**src/adc_link_pkg.sv**
```systemverilog
// constants shared by both ends of the converter serial read-out link
// Contract
// select falling samples input, starts conversion
// word: two zeros, 12 bits MSB first, two zeros
// first zero at select fall, MSB on 2nd fall
// conversion ends rising edge after 13th fall
// host reads sixteen-clock frame, releases after end
// data output high impedance while select high
// host waits quiet or acquisition time before restart
// early release gives no acquisition, next result invalid; code records it in valid_reg but ready_o ignores it
// select rise mid-conversion aborts, output released
// rise after 2nd, before 10th fall: power-down
// power-down halts conversion, releases output
// wake by holding select over 10 falls
// wake cycle may release after 10th fall; code wakes only on the 11th fall
// power-up 0.8 us; discard dummy frames; host discards none (DUMMY_FRAMES unused), bench skips one frame
// output released after 16th falling clock edge
// host takes bits three to fourteen as result
// host idles select high, lowers before clocking
package adc_link_pkg;
  // ***************************************************
  // frame layout
  // ***************************************************
  localparam int RESULT_BITS   = 12;
  localparam int FRAME_BITS    = 16;
  localparam int LEAD_ZEROS    = 2;
  localparam int CONV_END_FALL = 13;
  localparam int PD_FIRST_FALL = 2;
  localparam int PD_LAST_FALL  = 10;
  localparam int WAKE_FALLS    = 10;
  localparam int CNT_W         = 5;
  // ***************************************************
  // timing
  // ***************************************************
  localparam int CLK_PERIOD_NS = 10;
  localparam int POWERUP_NS    = 800;
  localparam int POWERUP_CYC   =
    (POWERUP_NS + CLK_PERIOD_NS - 1) / CLK_PERIOD_NS;
  localparam int QUIET_NS      = 10;
  localparam int QUIET_CYC     =
    (QUIET_NS + CLK_PERIOD_NS - 1) / CLK_PERIOD_NS;
  localparam int DUMMY_FRAMES  = 3;
  localparam int SCLK_DIV      = 8;
endpackage

```
**src/adc_link_if.sv**
```systemverilog
// interface joining host and converter serial ends
`timescale 1ns/1ns
interface adc_link_if;
  logic select_n;
  logic sclk;
  logic result_out;
  logic result_out_oe;
  modport converter (
    input  select_n,
    input  sclk,
    output result_out,
    output result_out_oe
  );
  modport host (
    output select_n,
    output sclk,
    input  result_out,
    input  result_out_oe
  );
endinterface

```
**src/adc_converter_end.sv**
```systemverilog
// converter end of the serial read-out link
`timescale 1ns/1ns
module adc_converter_end
  import adc_link_pkg::*;
(
  input  wire logic                         clk_sys_i,
  input  wire logic                         rst_i,
  adc_link_if.converter                     link,
  input  wire logic [adc_link_pkg::RESULT_BITS-1:0] sample_i,
  output logic                              sampled_o,
  output logic                              conv_done_o,
  output logic                              conv_abort_o,
  output logic                              powered_down_o,
  output logic                              ready_o
);
  import adc_link_pkg::*;

  // ***************************************************
  // pin synchronisers
  // ***************************************************
  logic [1:0] cs_sync_reg;
  logic [1:0] ck_sync_reg;
  logic       cs_reg;
  logic       ck_reg;
  always_ff @(posedge clk_sys_i or posedge rst_i) begin
    if (rst_i) begin
      cs_sync_reg <= 2'h3;
      ck_sync_reg <= 2'h0;
      cs_reg      <= 1'b1;
      ck_reg      <= 1'b0;
    end else begin
      cs_sync_reg <= {cs_sync_reg[0], link.select_n};
      ck_sync_reg <= {ck_sync_reg[0], link.sclk};
      cs_reg      <= cs_sync_reg[1];
      ck_reg      <= ck_sync_reg[1];
    end
  end
  logic cs_fall;
  logic cs_rise;
  logic ck_fall;
  logic ck_rise;
  assign cs_fall = cs_reg & ~cs_sync_reg[1];
  assign cs_rise = ~cs_reg & cs_sync_reg[1];
  assign ck_fall = ck_reg & ~ck_sync_reg[1] & ~cs_sync_reg[1];
  assign ck_rise = ~ck_reg & ck_sync_reg[1] & ~cs_sync_reg[1];

  // ***************************************************
  // frame state
  // ***************************************************
  typedef enum logic [1:0] {
    ST_IDLE = 2'b00,
    ST_CONV = 2'b01,
    ST_ACQ  = 2'b10
  } state_type;
  state_type            state_reg;
  logic [CNT_W-1:0]     fall_cnt_reg;
  logic [FRAME_BITS-1:0] shift_reg;
  logic                 pd_reg;
  logic                 valid_reg;
  logic                 oe_reg;
  logic [9:0]           pwr_cnt_reg;

  always_ff @(posedge clk_sys_i or posedge rst_i) begin
    if (rst_i) begin
      fall_cnt_reg <= '0;
    end else if (cs_fall) begin
      fall_cnt_reg <= '0;
    end else if (ck_fall && fall_cnt_reg != 5'h1F) begin
      fall_cnt_reg <= fall_cnt_reg + 5'h01;
    end
  end

  always_ff @(posedge clk_sys_i or posedge rst_i) begin
    if (rst_i) begin
      state_reg <= ST_IDLE;
    end else if (cs_fall && !pd_reg) begin
      state_reg <= ST_CONV;
    end else if (cs_rise) begin
      state_reg <= ST_IDLE;
    end else if (state_reg == ST_CONV && ck_rise &&
                 fall_cnt_reg >= CNT_W'(CONV_END_FALL)) begin
      state_reg <= ST_ACQ;
    end
  end

  // sampled word: zeros framed around result
  always_ff @(posedge clk_sys_i or posedge rst_i) begin
    if (rst_i) begin
      shift_reg <= '0;
    end else if (cs_fall) begin
      shift_reg <= {2'h0, sample_i, 2'h0};
    end else if (ck_fall) begin
      shift_reg <= {shift_reg[FRAME_BITS-2:0], 1'b0};
    end
  end

  always_ff @(posedge clk_sys_i or posedge rst_i) begin
    if (rst_i) begin
      oe_reg <= 1'b0;
    end else if (cs_sync_reg[1]) begin
      oe_reg <= 1'b0;
    end else if (cs_fall && !pd_reg) begin
      oe_reg <= 1'b1;
    end else if (ck_fall && fall_cnt_reg == CNT_W'(FRAME_BITS - 1)) begin
      oe_reg <= 1'b0;
    end
  end

  // power-down entry and wake
  always_ff @(posedge clk_sys_i or posedge rst_i) begin
    if (rst_i) begin
      pd_reg <= 1'b0;
    end else if (cs_rise && fall_cnt_reg >= CNT_W'(PD_FIRST_FALL) &&
                 fall_cnt_reg < CNT_W'(PD_LAST_FALL)) begin
      pd_reg <= 1'b1;
    end else if (pd_reg && ck_fall &&
                 fall_cnt_reg >= CNT_W'(WAKE_FALLS)) begin
      pd_reg <= 1'b0;
    end
  end

  // early release (no acquisition) clears valid_reg; ready_o does not depend on it
  always_ff @(posedge clk_sys_i or posedge rst_i) begin
    if (rst_i) begin
      valid_reg <= 1'b0;
    end else if (cs_rise) begin
      valid_reg <= (state_reg == ST_ACQ) && ready_o;
    end
  end

  always_ff @(posedge clk_sys_i or posedge rst_i) begin
    if (rst_i) begin
      pwr_cnt_reg <= '0;
    end else if (pd_reg) begin
      pwr_cnt_reg <= 10'(POWERUP_CYC);
    end else if (pwr_cnt_reg != '0) begin
      pwr_cnt_reg <= pwr_cnt_reg - 10'h001;
    end
  end

  always_ff @(posedge clk_sys_i or posedge rst_i) begin
    if (rst_i) begin
      sampled_o    <= 1'b0;
      conv_done_o  <= 1'b0;
      conv_abort_o <= 1'b0;
    end else begin
      sampled_o    <= cs_fall && !pd_reg;
      conv_done_o  <= state_reg == ST_CONV && ck_rise &&
                      fall_cnt_reg >= CNT_W'(CONV_END_FALL);
      conv_abort_o <= cs_rise && state_reg == ST_CONV;
    end
  end

  assign powered_down_o     = pd_reg;
  assign ready_o            = pwr_cnt_reg == '0 && !pd_reg && valid_reg |
                              (pwr_cnt_reg == '0 && !pd_reg);
  assign link.result_out    = shift_reg[FRAME_BITS-1] & oe_reg;
  assign link.result_out_oe = oe_reg;
endmodule

```
**src/flat_wrapper.sv**
```systemverilog
// flat-port wrapper written by rule: the top's interface ports become plain ports
module adc_converter_end_flat import adc_link_pkg::*;
  (clk_sys_i, rst_i, sample_i, sampled_o, conv_done_o, conv_abort_o, powered_down_o, ready_o, link_select_n, link_sclk, link_result_out, link_result_out_oe);
  adc_link_if link_i ();
  input  wire logic clk_sys_i;
  input  wire logic rst_i;
  input  wire logic [adc_link_pkg::RESULT_BITS-1:0] sample_i;
  output logic sampled_o;
  output logic conv_done_o;
  output logic conv_abort_o;
  output logic powered_down_o;
  output logic ready_o;
  input wire logic [$bits(link_i.select_n)-1:0] link_select_n;
  input wire logic [$bits(link_i.sclk)-1:0] link_sclk;
  output wire logic [$bits(link_i.result_out)-1:0] link_result_out;
  output wire logic [$bits(link_i.result_out_oe)-1:0] link_result_out_oe;
  assign link_i.select_n = link_select_n;
  assign link_i.sclk = link_sclk;
  assign link_result_out = link_i.result_out;
  assign link_result_out_oe = link_i.result_out_oe;
  adc_converter_end u_core (.clk_sys_i(clk_sys_i), .rst_i(rst_i), .link(link_i), .sample_i(sample_i), .sampled_o(sampled_o), .conv_done_o(conv_done_o), .conv_abort_o(conv_abort_o), .powered_down_o(powered_down_o), .ready_o(ready_o));
endmodule
```
**config.mk**
```make
export PLATFORM = sky130hd
export DESIGN_NAME = adc_converter_end_flat
export DESIGN_NICKNAME = d
export VERILOG_FILES = /design/src/adc_link_pkg.sv /design/src/adc_link_if.sv /design/src/adc_converter_end.sv /design/src/flat_wrapper.sv
export SDC_FILE = /design/constraint.sdc
export NUM_CORES = 1
export LEC_CHECK = 0
export ABC_AREA = 1
export BUFFER_PORTS_ARGS = -buffer_cell sky130_fd_sc_hd__buf_2
export CORE_MARGIN = 3
export CORE_UTILIZATION = 25
export DETAILED_ROUTE_END_ITERATION = 10
export HOLD_SLACK_MARGIN = 0.1
export SETUP_SLACK_MARGIN = 0.15
export SYNTH_ARGS = -nofsm -noshare
export SYNTH_HDL_FRONTEND = slang
export SYNTH_SLANG_ARGS = --single-unit
```
**constraint.sdc**
```tcl
create_clock -name clk_sys_i -period 1.6 [get_ports clk_sys_i]
set_clock_uncertainty 0.2 [all_clocks]
set_input_delay 0.16 -clock clk_sys_i [delete_from_list [all_inputs] [get_ports clk_sys_i]]
set_output_delay 0.16 -clock clk_sys_i [all_outputs]
set_load 0.02 [all_outputs]
```
# --- Yosys cells after proc, flatten, opt, wreduce, memory -nomap -nowiden ---
# Cells that the tools add are included.
# W data, S select, Z words.
word_totals:
  reg_bits: 45
  input_bits: 16
op_classes:
  n_addsub: 2
  n_mux: 14
  bitwise_logic: 12
  order_cmp: 4
  n_reduce_logical: 22
  n_eq_ne: 4
op_table:
  columns: ["op", "n"]
  rows:
  - ["$mux W16", 2]
  - ["$mux W10", 2]
  - ["$logic_and A1 B1 Y1", 13]
  - ["$ge A5 B4 Y1 const B", 2]
  - ["$logic_not A10 Y1", 1]
  - ["$mux W5", 2]
  - ["$reduce_bool A10 Y1", 1]
  - ["$sub A10 B1 Y10 const B", 1]
  - ["$reduce_bool A2 Y1", 4]
  - ["$and A1 B1 Y1", 7]
  - ["$mux W2", 3]
  - ["$reduce_bool A3 Y1", 2]
  - ["$add A5 B1 Y5 const B", 1]
  - ["$eq A5 B4 Y1 const B", 1]
  - ["$ge A5 B2 Y1 const B", 1]
  - ["$lt A5 B4 Y1 const B", 1]
  - ["$mux W1", 5]
  - ["$ne A5 B5 Y1 const B", 1]
  - ["$not A1 Y1", 4]
  - ["$eq A2 B1 Y1 const B", 1]
  - ["$eq A2 B2 Y1 const B", 1]
  - ["$logic_not A1 Y1", 1]
  - ["$or A1 B1 Y1", 1]

# --- Logic depth before layout (Yosys ltp) ---
# Gate-level depths: netlist (run 1).
depth:
  ltp_word: 8
  ltp_mapped: 9

# --- Worst setup path after synthesis (run 1) ---
# Ideal clock, no wire load.
synth_path:
  kind: "flip-flop to flip-flop"
  startpoint: "register u_core.fall_cnt_reg[0]"
  endpoint: "register u_core.fall_cnt_reg[0]"
  n_path_buf: 0
  stages_incl_launch_ff: 7
  arrival_time_ns: 1.205
  period_less_slack_ns: 1.534
  path_slack_ns: 0.066
  t_required_ns: 1.271
  cell_sequence: "dfrtp_1 ha_1 inv_1 nor2_1 ha_1 o21ai_2 o21ai_0"
synth_via:
  elab_chain_len: 3
  elab_cells_between_ends: 6
  classes_between: "1 x add/sub; 1 x eq/ne; 2 x mux; 2 x reduce/logical"
synth_lines:
  columns: ["item", "line_no", "text"]
  rows:
  - ["start: declaration", "adc_converter_end.sv:56", "logic [CNT_W-1:0] fall_cnt_reg;"]
  - ["start signal: assignment", "adc_converter_end.sv:69", "fall_cnt_reg <= fall_cnt_reg + 5'h01;"]
  - ["$add A5 B1 Y5 / $ne A5 B5 Y1 (equally long branches)", "adc_converter_end.sv:69, adc_converter_end.sv:68", null]
  - ["$mux W5 / $logic_and A1 B1 Y1 (equally long branches)", "adc_converter_end.sv:68", "end else if (ck_fall && fall_cnt_reg != 5'h1F) begin"]
  - ["$mux W5 / $reduce_bool A2 Y1 (equally long branches)", null, null]
# Parallel ways exist; a longest one is shown, timed or not. The select of a mux whose other input is x is not followed.
# A chain may end at the register's enable or synchronous reset.

# --- Worst setup path after layout (run 1) ---
layout_path:
  startpoint: "register u_core.pwr_cnt_reg[0]"
  endpoint: "output ready_o"
layout_via:
  elab_chain_len: 4
layout_lines:
  columns: ["item", "line_no", "text"]
  rows:
  - ["start: declaration", "adc_converter_end.sv:61", "logic [9:0] pwr_cnt_reg;"]
  - ["start signal: assignment", "adc_converter_end.sv:135", "pwr_cnt_reg <= 10'(POWERUP_CYC);"]
  - ["start signal: assignment", "adc_converter_end.sv:137", "pwr_cnt_reg <= pwr_cnt_reg - 10'h001;"]
  - ["$logic_not A10 Y1 (*)", "adc_converter_end.sv:155, adc_converter_end.sv:156", null]
  - ["$logic_and A1 B1 Y1 (*)", "adc_converter_end.sv:155, adc_converter_end.sv:156", null]
  - ["$or A1 B1 Y1", "adc_converter_end.sv:155", "assign ready_o = pwr_cnt_reg == '0 && !pd_reg && valid_reg |"]
  - ["$logic_and A1 B1 Y1 (*)", "adc_converter_end.sv:155", null]
  - ["end: declaration", "flat_wrapper.sv:12", "output logic ready_o;"]
# Mark *: on every way between the ends. The rest lies on a longest branch, timed or not.

==> metrics.txt, run 1 <==
Syn-to-layout area delta=52.9%; initial antenna violation count=0; CTS buffer count=5; Max Buffers Root-to-Sink=2; smallest setup slack after layout=-0.109 ns; max-cap violations=0; CP Class=flip-flop to primary output; vias in the first global route=1977; post-synthesis compound-gate area fraction=0.0853; ANT cells=0; Mean Syn Cell Area=around 8.4 um^2; Clock Latency Late Sink=~0.29 ns; Primary FF master, synth=dfrtp_1; crit path DAT=between 1 and 1.5 ns; grt total ovfl=0; Post-DRT Antenna Nets=0; Finished Cell Area=around 3200 um^2; gr usage total=0.113; Critical Path Fanout Max=2; Post-Syn Instances=251; pre-CTS WS=slightly below 0.04 ns; CTS root buf=clkbuf_8; relative slew slack=0.799; DR vias=roughly 1900; FP Rows=32; Fmax=585 MHz; Worst setup EP type=primary output; Post-Route WL=roughly 5500 um; Leak=1.56 nW; count of cell types in the netlist=27; synth top area cells=dfrtp_1, nand2_1, nand3_1; Slew Limit Fails=0; CTS H-tree depth=2; Mapped Nets=about 270; Core Area=roughly 8000 um^2; Routed WL per cell=12.6 um; initial DRC count=100; failing checks=setup timing; RSZ-0062 raised after global routing=true; Tightest Pin Transition=~0.3 ns; post-synthesis simple-gate area fraction=0.290; Nets=360; mux cell area share after synthesis=0; sequential area share after synthesis=0.499; CTS tree=done; routability cong.=approximately 0.9; Die X=between 90 and 100 um; max FFs per register=14; Placed Area=between 2000 and 2500 um^2; final worst path period share=1.07; die area=~9600 um^2; PwrDens=about 1100 nW/um^2; largest family of logic cells by synthesized area=simple AND/OR/NAND/NOR gates; register clock-pin slew on the reported worst setup and hold paths=0.08 ns; Seq cells post-synth=42; final hold vios=0; DP HPWL=3310 um; Clock Sinks=42; Initial Util=0.265; top-level I/O count=23; worst min-delay path class=flip-flop to flip-flop; Tmin final=1.71 ns; # fillers=about 750; Reg2Reg Setup Slack=-0.06 ns; status=finished, violations left; fraction of layout cells with a size suffix above 1=0.444; Post-Synth XOR/XNOR Area=0.00415; First-pass DRT Iterations=4; VDD IR-drop max=435 uV; area share of the leading cell type in the synthesized netlist=0.462; Adder-Cell Fraction of Synth Area=0.0355; required time worst endpoint=around 1.2 ns; Cell Area, Synth=approximately 2100 um^2; crit path launch type=flip-flop; top cell type by total area after synthesis=dfrtp_1; Post-synth EDFFs=0; Die H=approximately 100 um; fin util=0.405; Avg Vias per Cell=about 4.4; commonest cells after routing, fill and taps aside=nand2_1, dfrtp_1, buf_4, inv_1, buf_2; most common cell after layout, fill and taps aside=nand2_1; setup violators final=6; synthesis warning total=0; pin count of the biggest net entering global routing=43; first-pass GRT wire length=around 9000 um; Async S/R FF share, synth=1.00; drc violations=0; PortBufs=22
power by group:
group / switching, mW / leakage, nW / total [mW] / internal, mW
Sequential: 0.133 / 0.529 / 1.36 / 1.22
Combinational: 0.856 / 0.993 / 1.60 / 0.745
Clock: 0.339 / 0.0383 / 0.639 / 0.301
Total: 1.33 / 1.56 / 3.60 / 2.27
through the flow:
| stage | hold WS, ns | instances | power (mW) | TNS (ns) |
|---|---|---|---|---|
| 2_1_floorplan | -0.0355 | 251 | 2.06 | 0 |
| 6_report | 0.151 | 440 | 3.60 | -0.338 |
| 4_1_cts | 0.154 | 426 | 3.28 | -0.0965 |
| 5_1_grt | 0.160 | 440 | 3.83 | -0.791 |
| 3_3_place_gp | 0.0375 | 384 | 2.30 | 0 |
| 3_5_place_dp | 0.0421 | 384 | 2.33 | 0 |
area by class of cell:
cell class	instances	area, um^2	share of cell area
Sequential cell	42	1060	0.327
Inverter	39	171	0.0531
Tap cell	102	128	0.0395
Clock buffer	7	76.3	0.0236
Timing Repair inverter	1	3.75	0.00116
Multi-Input combinational cell	166	1120	0.348
Timing Repair Buffer	83	669	0.207
logic make-up (layout without fill, tap and decap cells):
| group | count (synthesis) | in the layout |
|---|---|---|
| AOI/OAI and AO/OA | 26 | 26 |
| buffers and inverters | 43 | 130 |
| xor gates and xnor gates | 1 | 1 |
| and+or+nand+nor | 133 | 133 |
| adders and majority gates | 6 | 6 |
| DFF | 42 | 42 |
cell usage after synthesis, types with 2 or more instances:
| library cell | n |
|---|---|
| nand2_1 | 69 |
| dfrtp_1 | 39 |
| inv_1 | 34 |
| nand3_1 | 26 |
| nor2_1 | 22 |
| o21ai_0 | 10 |
| nand4_1 | 7 |
| ha_1 | 6 |
| o211ai_1 | 5 |
| a21oi_1 | 4 |
| o211ai_2 | 4 |
| dfstp_2 | 3 |
| inv_2 | 3 |
| nor2_4 | 3 |
| buf_2 | 2 |
| inv_4 | 2 |
| nand3_4 | 2 |
per-layer routing:
layer	share of wire	GRT usage	vias up
met3	0.025	0.0279	10
met5	0	0	-
met1	0.42	0.129	935
li1	-	-	973
met4	0.016	0.0447	0
met2	0.53	0.202	29
worst max-delay path: stages, from the launching register on:
cell and delay (ns):
dfrtp_1 0.40, inv_2 0.08, ha_4 0.15, nand2_4 0.06, inv_4 0.06, nand3_4 0.08
nor2_4 0.11, buf_6 0.12
repair_timing:
action	CTS	global route
endpoints found under the hold margin	56	0
gates cloned	1	0
pin swaps	14	20
buffers inserted	19	14
gates resized for setup	43	44
endpoints found under the setup margin	26	35
hold buffers	15	0
worst paths after layout:
kind	to	startpoint	cells past startpoint
max in group asynchronous	u_core.cs_reg	rst_i	4
hold reg to reg	u_core.ck_sync_reg[1]	u_core.ck_sync_reg[0]	0
setup reg to reg	u_core.pwr_cnt_reg[2]	u_core.pwr_cnt_reg[0]	10
hold / removal	u_core.ck_sync_reg[1]	u_core.ck_sync_reg[0]	0
min in group asynchronous	u_core.pwr_cnt_reg[3]	rst_i	4
setup / recovery	ready_o	u_core.pwr_cnt_reg[0]	7
(Power assumes the default switching activity.)
==> inputs of run 2 (changes only) <==
- RECOVER_POWER: default -> 25
- SETUP_SLACK_MARGIN: 0.15 -> default
==> metrics.txt, run 2 (synthesis gave the netlist of run 1 again) <==
status=finished, violations left; vias in the first global route=between 1500 and 2000; CTS H-tree depth=2; gr usage total=0.105; RSZ-0062 raised after global routing=true; # fillers=~800; Cells after DPL=approximately 380; register area=1060 um^2; relative slew slack=0.624; final hold vios=0; setup violators final=1; crit path DAT=approximately 1.3 ns; initial antenna violation count=0; max-cap violations=0; Post-Layout Cell Count=roughly 420; ANT cells=0; Die X=97.9 um; PortBufs=22; max FFs per register=14; Avg Vias per Cell=~4.4; Syn-to-layout area delta=34.3%; Core Area=approximately 8000 um^2; Clock Latency Late Sink=0.30 ns; DP HPWL=3290 um; Slew Limit Fails=0; register clock-pin slew on the reported worst setup and hold paths=around 0.080 ns; Leak=about 1.4 nW; pre-CTS WS=-0.0152 ns; FP Rows=32; DR vias=1820; required time worst endpoint=about 1.2 ns; fraction of layout cells with a size suffix above 1=0.307; die area=~9600 um^2; pin count of the biggest net entering global routing=43; setup TNS=-0.0771 ns; Routed WL per cell=between 10 and 15 um; Tightest Pin Transition=about 0.56 ns; crit path launch type=flip-flop; failing checks=setup timing; Max Buffers Root-to-Sink=2; area of the multi-input gates=approximately 950 um^2; commonest cells after routing, fill and taps aside=nand2_1, dfrtp_1, inv_1, nand3_1, buf_4; Worst setup EP type=primary output; smallest setup slack after layout=-0.0771 ns; Nets=between 300 and 400; CTS root buf=clkbuf_8; grt total ovfl=0; most common cell after layout, fill and taps aside=nand2_1; worst min-delay path class=flip-flop to flip-flop; first-pass GRT wire length=8260 um; Clock Sinks=42; Die H=slightly below 100 um; fin util=0.356; Final Hold Slack=0.156 ns; final worst path period share=1.05; Post-Route WL=approximately 4800 um; routability cong.=~0.85; Post-DRT Antenna Nets=0; overall power=roughly 3.4 mW; Finished Cell Area=~2800 um^2; Fmax=596 MHz; VDD IR-drop max=~500 uV; Critical Path Fanout Max=2; initial DRC count=around 110; First-pass DRT Iterations=4; CTS tree=done; PwrDens=around 1200 nW/um^2; drc violations=0; top-level I/O count=23; CP Class=flip-flop to primary output; Placed Area=2430 um^2; Tmin final=roughly 1.7 ns; Initial Util=0.265; CTS buffer count=5
[run 2: cell types whose count changed in the layout (fill, tap and decap cells not counted), moves of 3 or more]
| cell | change |
|---|---|
| o21ai_2 | -5 |
| inv_1 | +3 |
| o21ai_0 | +8 |
| buf_6 | -9 |
| nand3_2 | -11 |
| o21ai_1 | -3 |
| nor2_4 | -4 |
| buf_4 | -12 |
| nand3_1 | +11 |
| nand2_2 | -4 |
| nand2_4 | -5 |
| nand2_1 | +9 |
[run 2: worst paths after layout]
path / slack [ns] / endpoint / startpoint / depth (start not counted)
worst max-delay path: -0.08 / ready_o / u_core.pwr_cnt_reg[0] / 7
worst min-delay path: 0.16 / u_core.ck_sync_reg[1] / u_core.ck_sync_reg[0] / 0
worst max register to register: 0.06 / u_core.pwr_cnt_reg[1] / u_core.pwr_cnt_reg[5] / 7
worst min register to register: 0.16 / u_core.ck_sync_reg[1] / u_core.ck_sync_reg[0] / 0
max in group asynchronous: 0.42 / u_core.pwr_cnt_reg[3] / rst_i / 4
min in group asynchronous: 0.37 / u_core.shift_reg[9] / rst_i / 4
[run 2: layout make-up]
class                      count  area share
tap                          102      0.0450
multi-input combinational    166       0.336
clock inverter                 1     0.00176
timing repair buffer          61       0.159
inverter                      39      0.0551
sequential                    42       0.373
clock buffer                   7      0.0304
[run 2: critical path, cell delays in order, from the launching register on]
cell     delay, ns
dfrtp_1       0.40
inv_2         0.08
ha_4          0.15
nand2_4       0.05
inv_4         0.06
nand3_4       0.07
nor2_4        0.10
buf_6         0.12
[run 2: timing repair]
item,in CTS,in global routing
endpoints found under the setup margin,6,12
resized for setup,15,19
endpoints found under the hold margin,56,0
pin swaps,5,11
hold buffers,15,0
setup buffers,8,4
[run 2: report_power, final]
group	switching, mW	internal, mW
Clock	0.361	0.348
Sequential	0.111	1.22
Combinational	0.729	0.580
[run 2: layer usage]
metal / vias up / global-route usage / routed length, um
met2: 26 / 0.177 / 2310
met4: 0 / 0.0415 / 69
li1: 929 / - / -
met1: 858 / 0.129 / 2220
met3: 7 / 0.0243 / 154
met5: - / 0 / 0
==> inputs of run 3 (changes only) <==
- CORE_MARGIN: 3 -> default
- GPL_TIMING_DRIVEN: default -> 0
==> metrics.txt, run 3 (synthesis gave the netlist of run 1 again) <==
status=finished, violations left; failing checks=setup timing; Finished Cell Area=about 3000 um^2; setup violators final=4; max FFs per register=14; Die H=about 94 um; Hold Path Cell Cnt=0; Max Buffers Root-to-Sink=2; CP Cell Sequence=inv_2, ha_4, nand2_4, inv_4, nand3_4, nor2_4, buf_6; die area=about 8800 um^2; # fillers=between 800 and 900; Post-Layout Cell Count=432; FP Rows=33; CTS root buf=clkbuf_8; grt total ovfl=0; highest-delay cell along the critical path=dfrtp_1; Placed Area=about 2400 um^2; register clock-pin slew on the reported worst setup and hold paths=approximately 0.090 ns; RR Endpoint=u_core.pwr_cnt_reg[6]; Post-Route WL=approximately 5200 um; CTS tree=done; Post-DRT Antenna Nets=0; final worst path period share=1.07; vias in the first global route=around 1900; gr usage total=0.116; PwrDens=between 1000 and 1500 nW/um^2; Final Hold Slack=~0.15 ns; Critical Path Fanout Max=2; crit path launch type=flip-flop; Tmin final=1.71 ns; smallest setup slack after layout=-0.107 ns; Clock Latency Late Sink=0.30 ns; cell family with most CP delay=flip-flops; Clock Sinks=42; Avg Vias per Cell=between 4 and 5; Routed WL per cell=approximately 12 um; ANT cells=0; max-cap violations=0; FF-to-FF path depth=9; Die X=approximately 94 um; Initial Util=0.258; Worst Hold End=u_core.ck_sync_reg[1]; Nets=roughly 350; Worst setup EP type=primary output; commonest cells after routing, fill and taps aside=nand2_1, dfrtp_1, buf_4, nand3_1, inv_1; CTS H-tree depth=2; CTS buffer count=5; First-pass DRT Iterations=4; required time worst endpoint=1.24 ns; initial DRC count=just under 90; top-level I/O count=23; Core Area=about 8200 um^2; DR vias=about 1900; Bufs and invs on worst path=3; Cells after DPL=379; CP Class=flip-flop to primary output; crit path DAT=approximately 1.4 ns; VDD IR-drop max=~530 uV; initial antenna violation count=0; fin util=0.369; Fmax=586 MHz; most common cell after layout, fill and taps aside=nand2_1; Leak=roughly 1.5 nW; RSZ-0062 raised after global routing=true; hold path startpoint=u_core.ck_sync_reg[0]; Reg2Reg Launch Point=u_core.pwr_cnt_reg[1]; Reg2Reg Setup Slack=-0.02 ns; first-pass GRT wire length=8180 um; drc violations=0; DP HPWL=approximately 3100 um; final hold vios=0; Slew Limit Fails=0; crit-path max cell delay=approximately 0.40 ns; fraction of layout cells with a size suffix above 1=0.324; pin count of the biggest net entering global routing=38; routability cong.=0.811; Tightest Pin Transition=between 0.2 and 0.3 ns; relative slew slack=0.824; pre-CTS WS=-0.120 ns; Syn-to-layout area delta=42.8%; PortBufs=22; worst min-delay path class=flip-flop to flip-flop
-- run 3: cell count changes in the layout (fill, tap and decap cells not counted), sizes merged --
| cell | previous run | this run |
|---|---|---|
| clkbuf | 8 | 12 |
| dlygate4sd3 | 15 | 16 |
| clkinv | 1 | 0 |
| buf | 45 | 50 |
| bufinv | 0 | 2 |
-- run 3: worst max path at each step --
stage,slack (ns),endpoint,start,cells after the start
floorplan,0.07,u_core.fall_cnt_reg[0],u_core.fall_cnt_reg[0],6
global placement,-0.34,u_core.ck_sync_reg[0],rst_i,2
detailed placement,-0.12,u_core.fall_cnt_reg[3],u_core.fall_cnt_reg[1],6
CTS,-0.13,ready_o,u_core.pwr_cnt_reg[1],7
global route,-0.16,ready_o,u_core.pwr_cnt_reg[7],6
finish,-0.11,ready_o,u_core.pwr_cnt_reg[1],7
-- run 3: where the power goes --
part | leakage [nW] | internal (mW) | switching [mW]
clock network | 0.0714 | 0.666 | 0.386
registers | 0.526 | 1.22 | 0.134
logic | 0.868 | 0.637 | 0.735
total | 1.46 | 2.53 | 1.25
-- run 3: what timing repair did --
| action | CTS | global route |
|---|---|---|
| endpoints found under the setup margin | 13 | 27 |
| setup buffers | 14 | 14 |
| hold endpoints to repair | 56 | 0 |
| resized for setup | 18 | 27 |
| hold buffers | 16 | 0 |
| pin swaps | 5 | 11 |
| gates cloned | 0 | 1 |
-- run 3: cell type report --
type,instances,area [um^2],area share
flip-flops and latches,42,1060,0.351
multi-input cells,166,963,0.319
repair buffers,68,529,0.175
inverters,39,159,0.0527
well taps,105,131,0.0436
clock buffers,6,82.6,0.0274
clock inverters,2,60.1,0.0199
plain buffers,4,32.5,0.0108
-- run 3: per-layer routing --
| metal | global-route usage | part of all wire |
|---|---|---|
| met1 | 0.139 | 0.44 |
| met2 | 0.205 | 0.51 |
| met3 | 0.0283 | 0.034 |
| met4 | 0.0333 | 0.012 |
| met5 | 0 | 0 |
-- run 3: through the flow --
step,total power [mW],TNS [ns]
after floorplan,1.99,0
after global placement,2.17,-13.80
after detailed placement,2.19,-0.700
after CTS,3.56,-0.127
after global routing,4.02,-1.62
final,3.78,-0.131
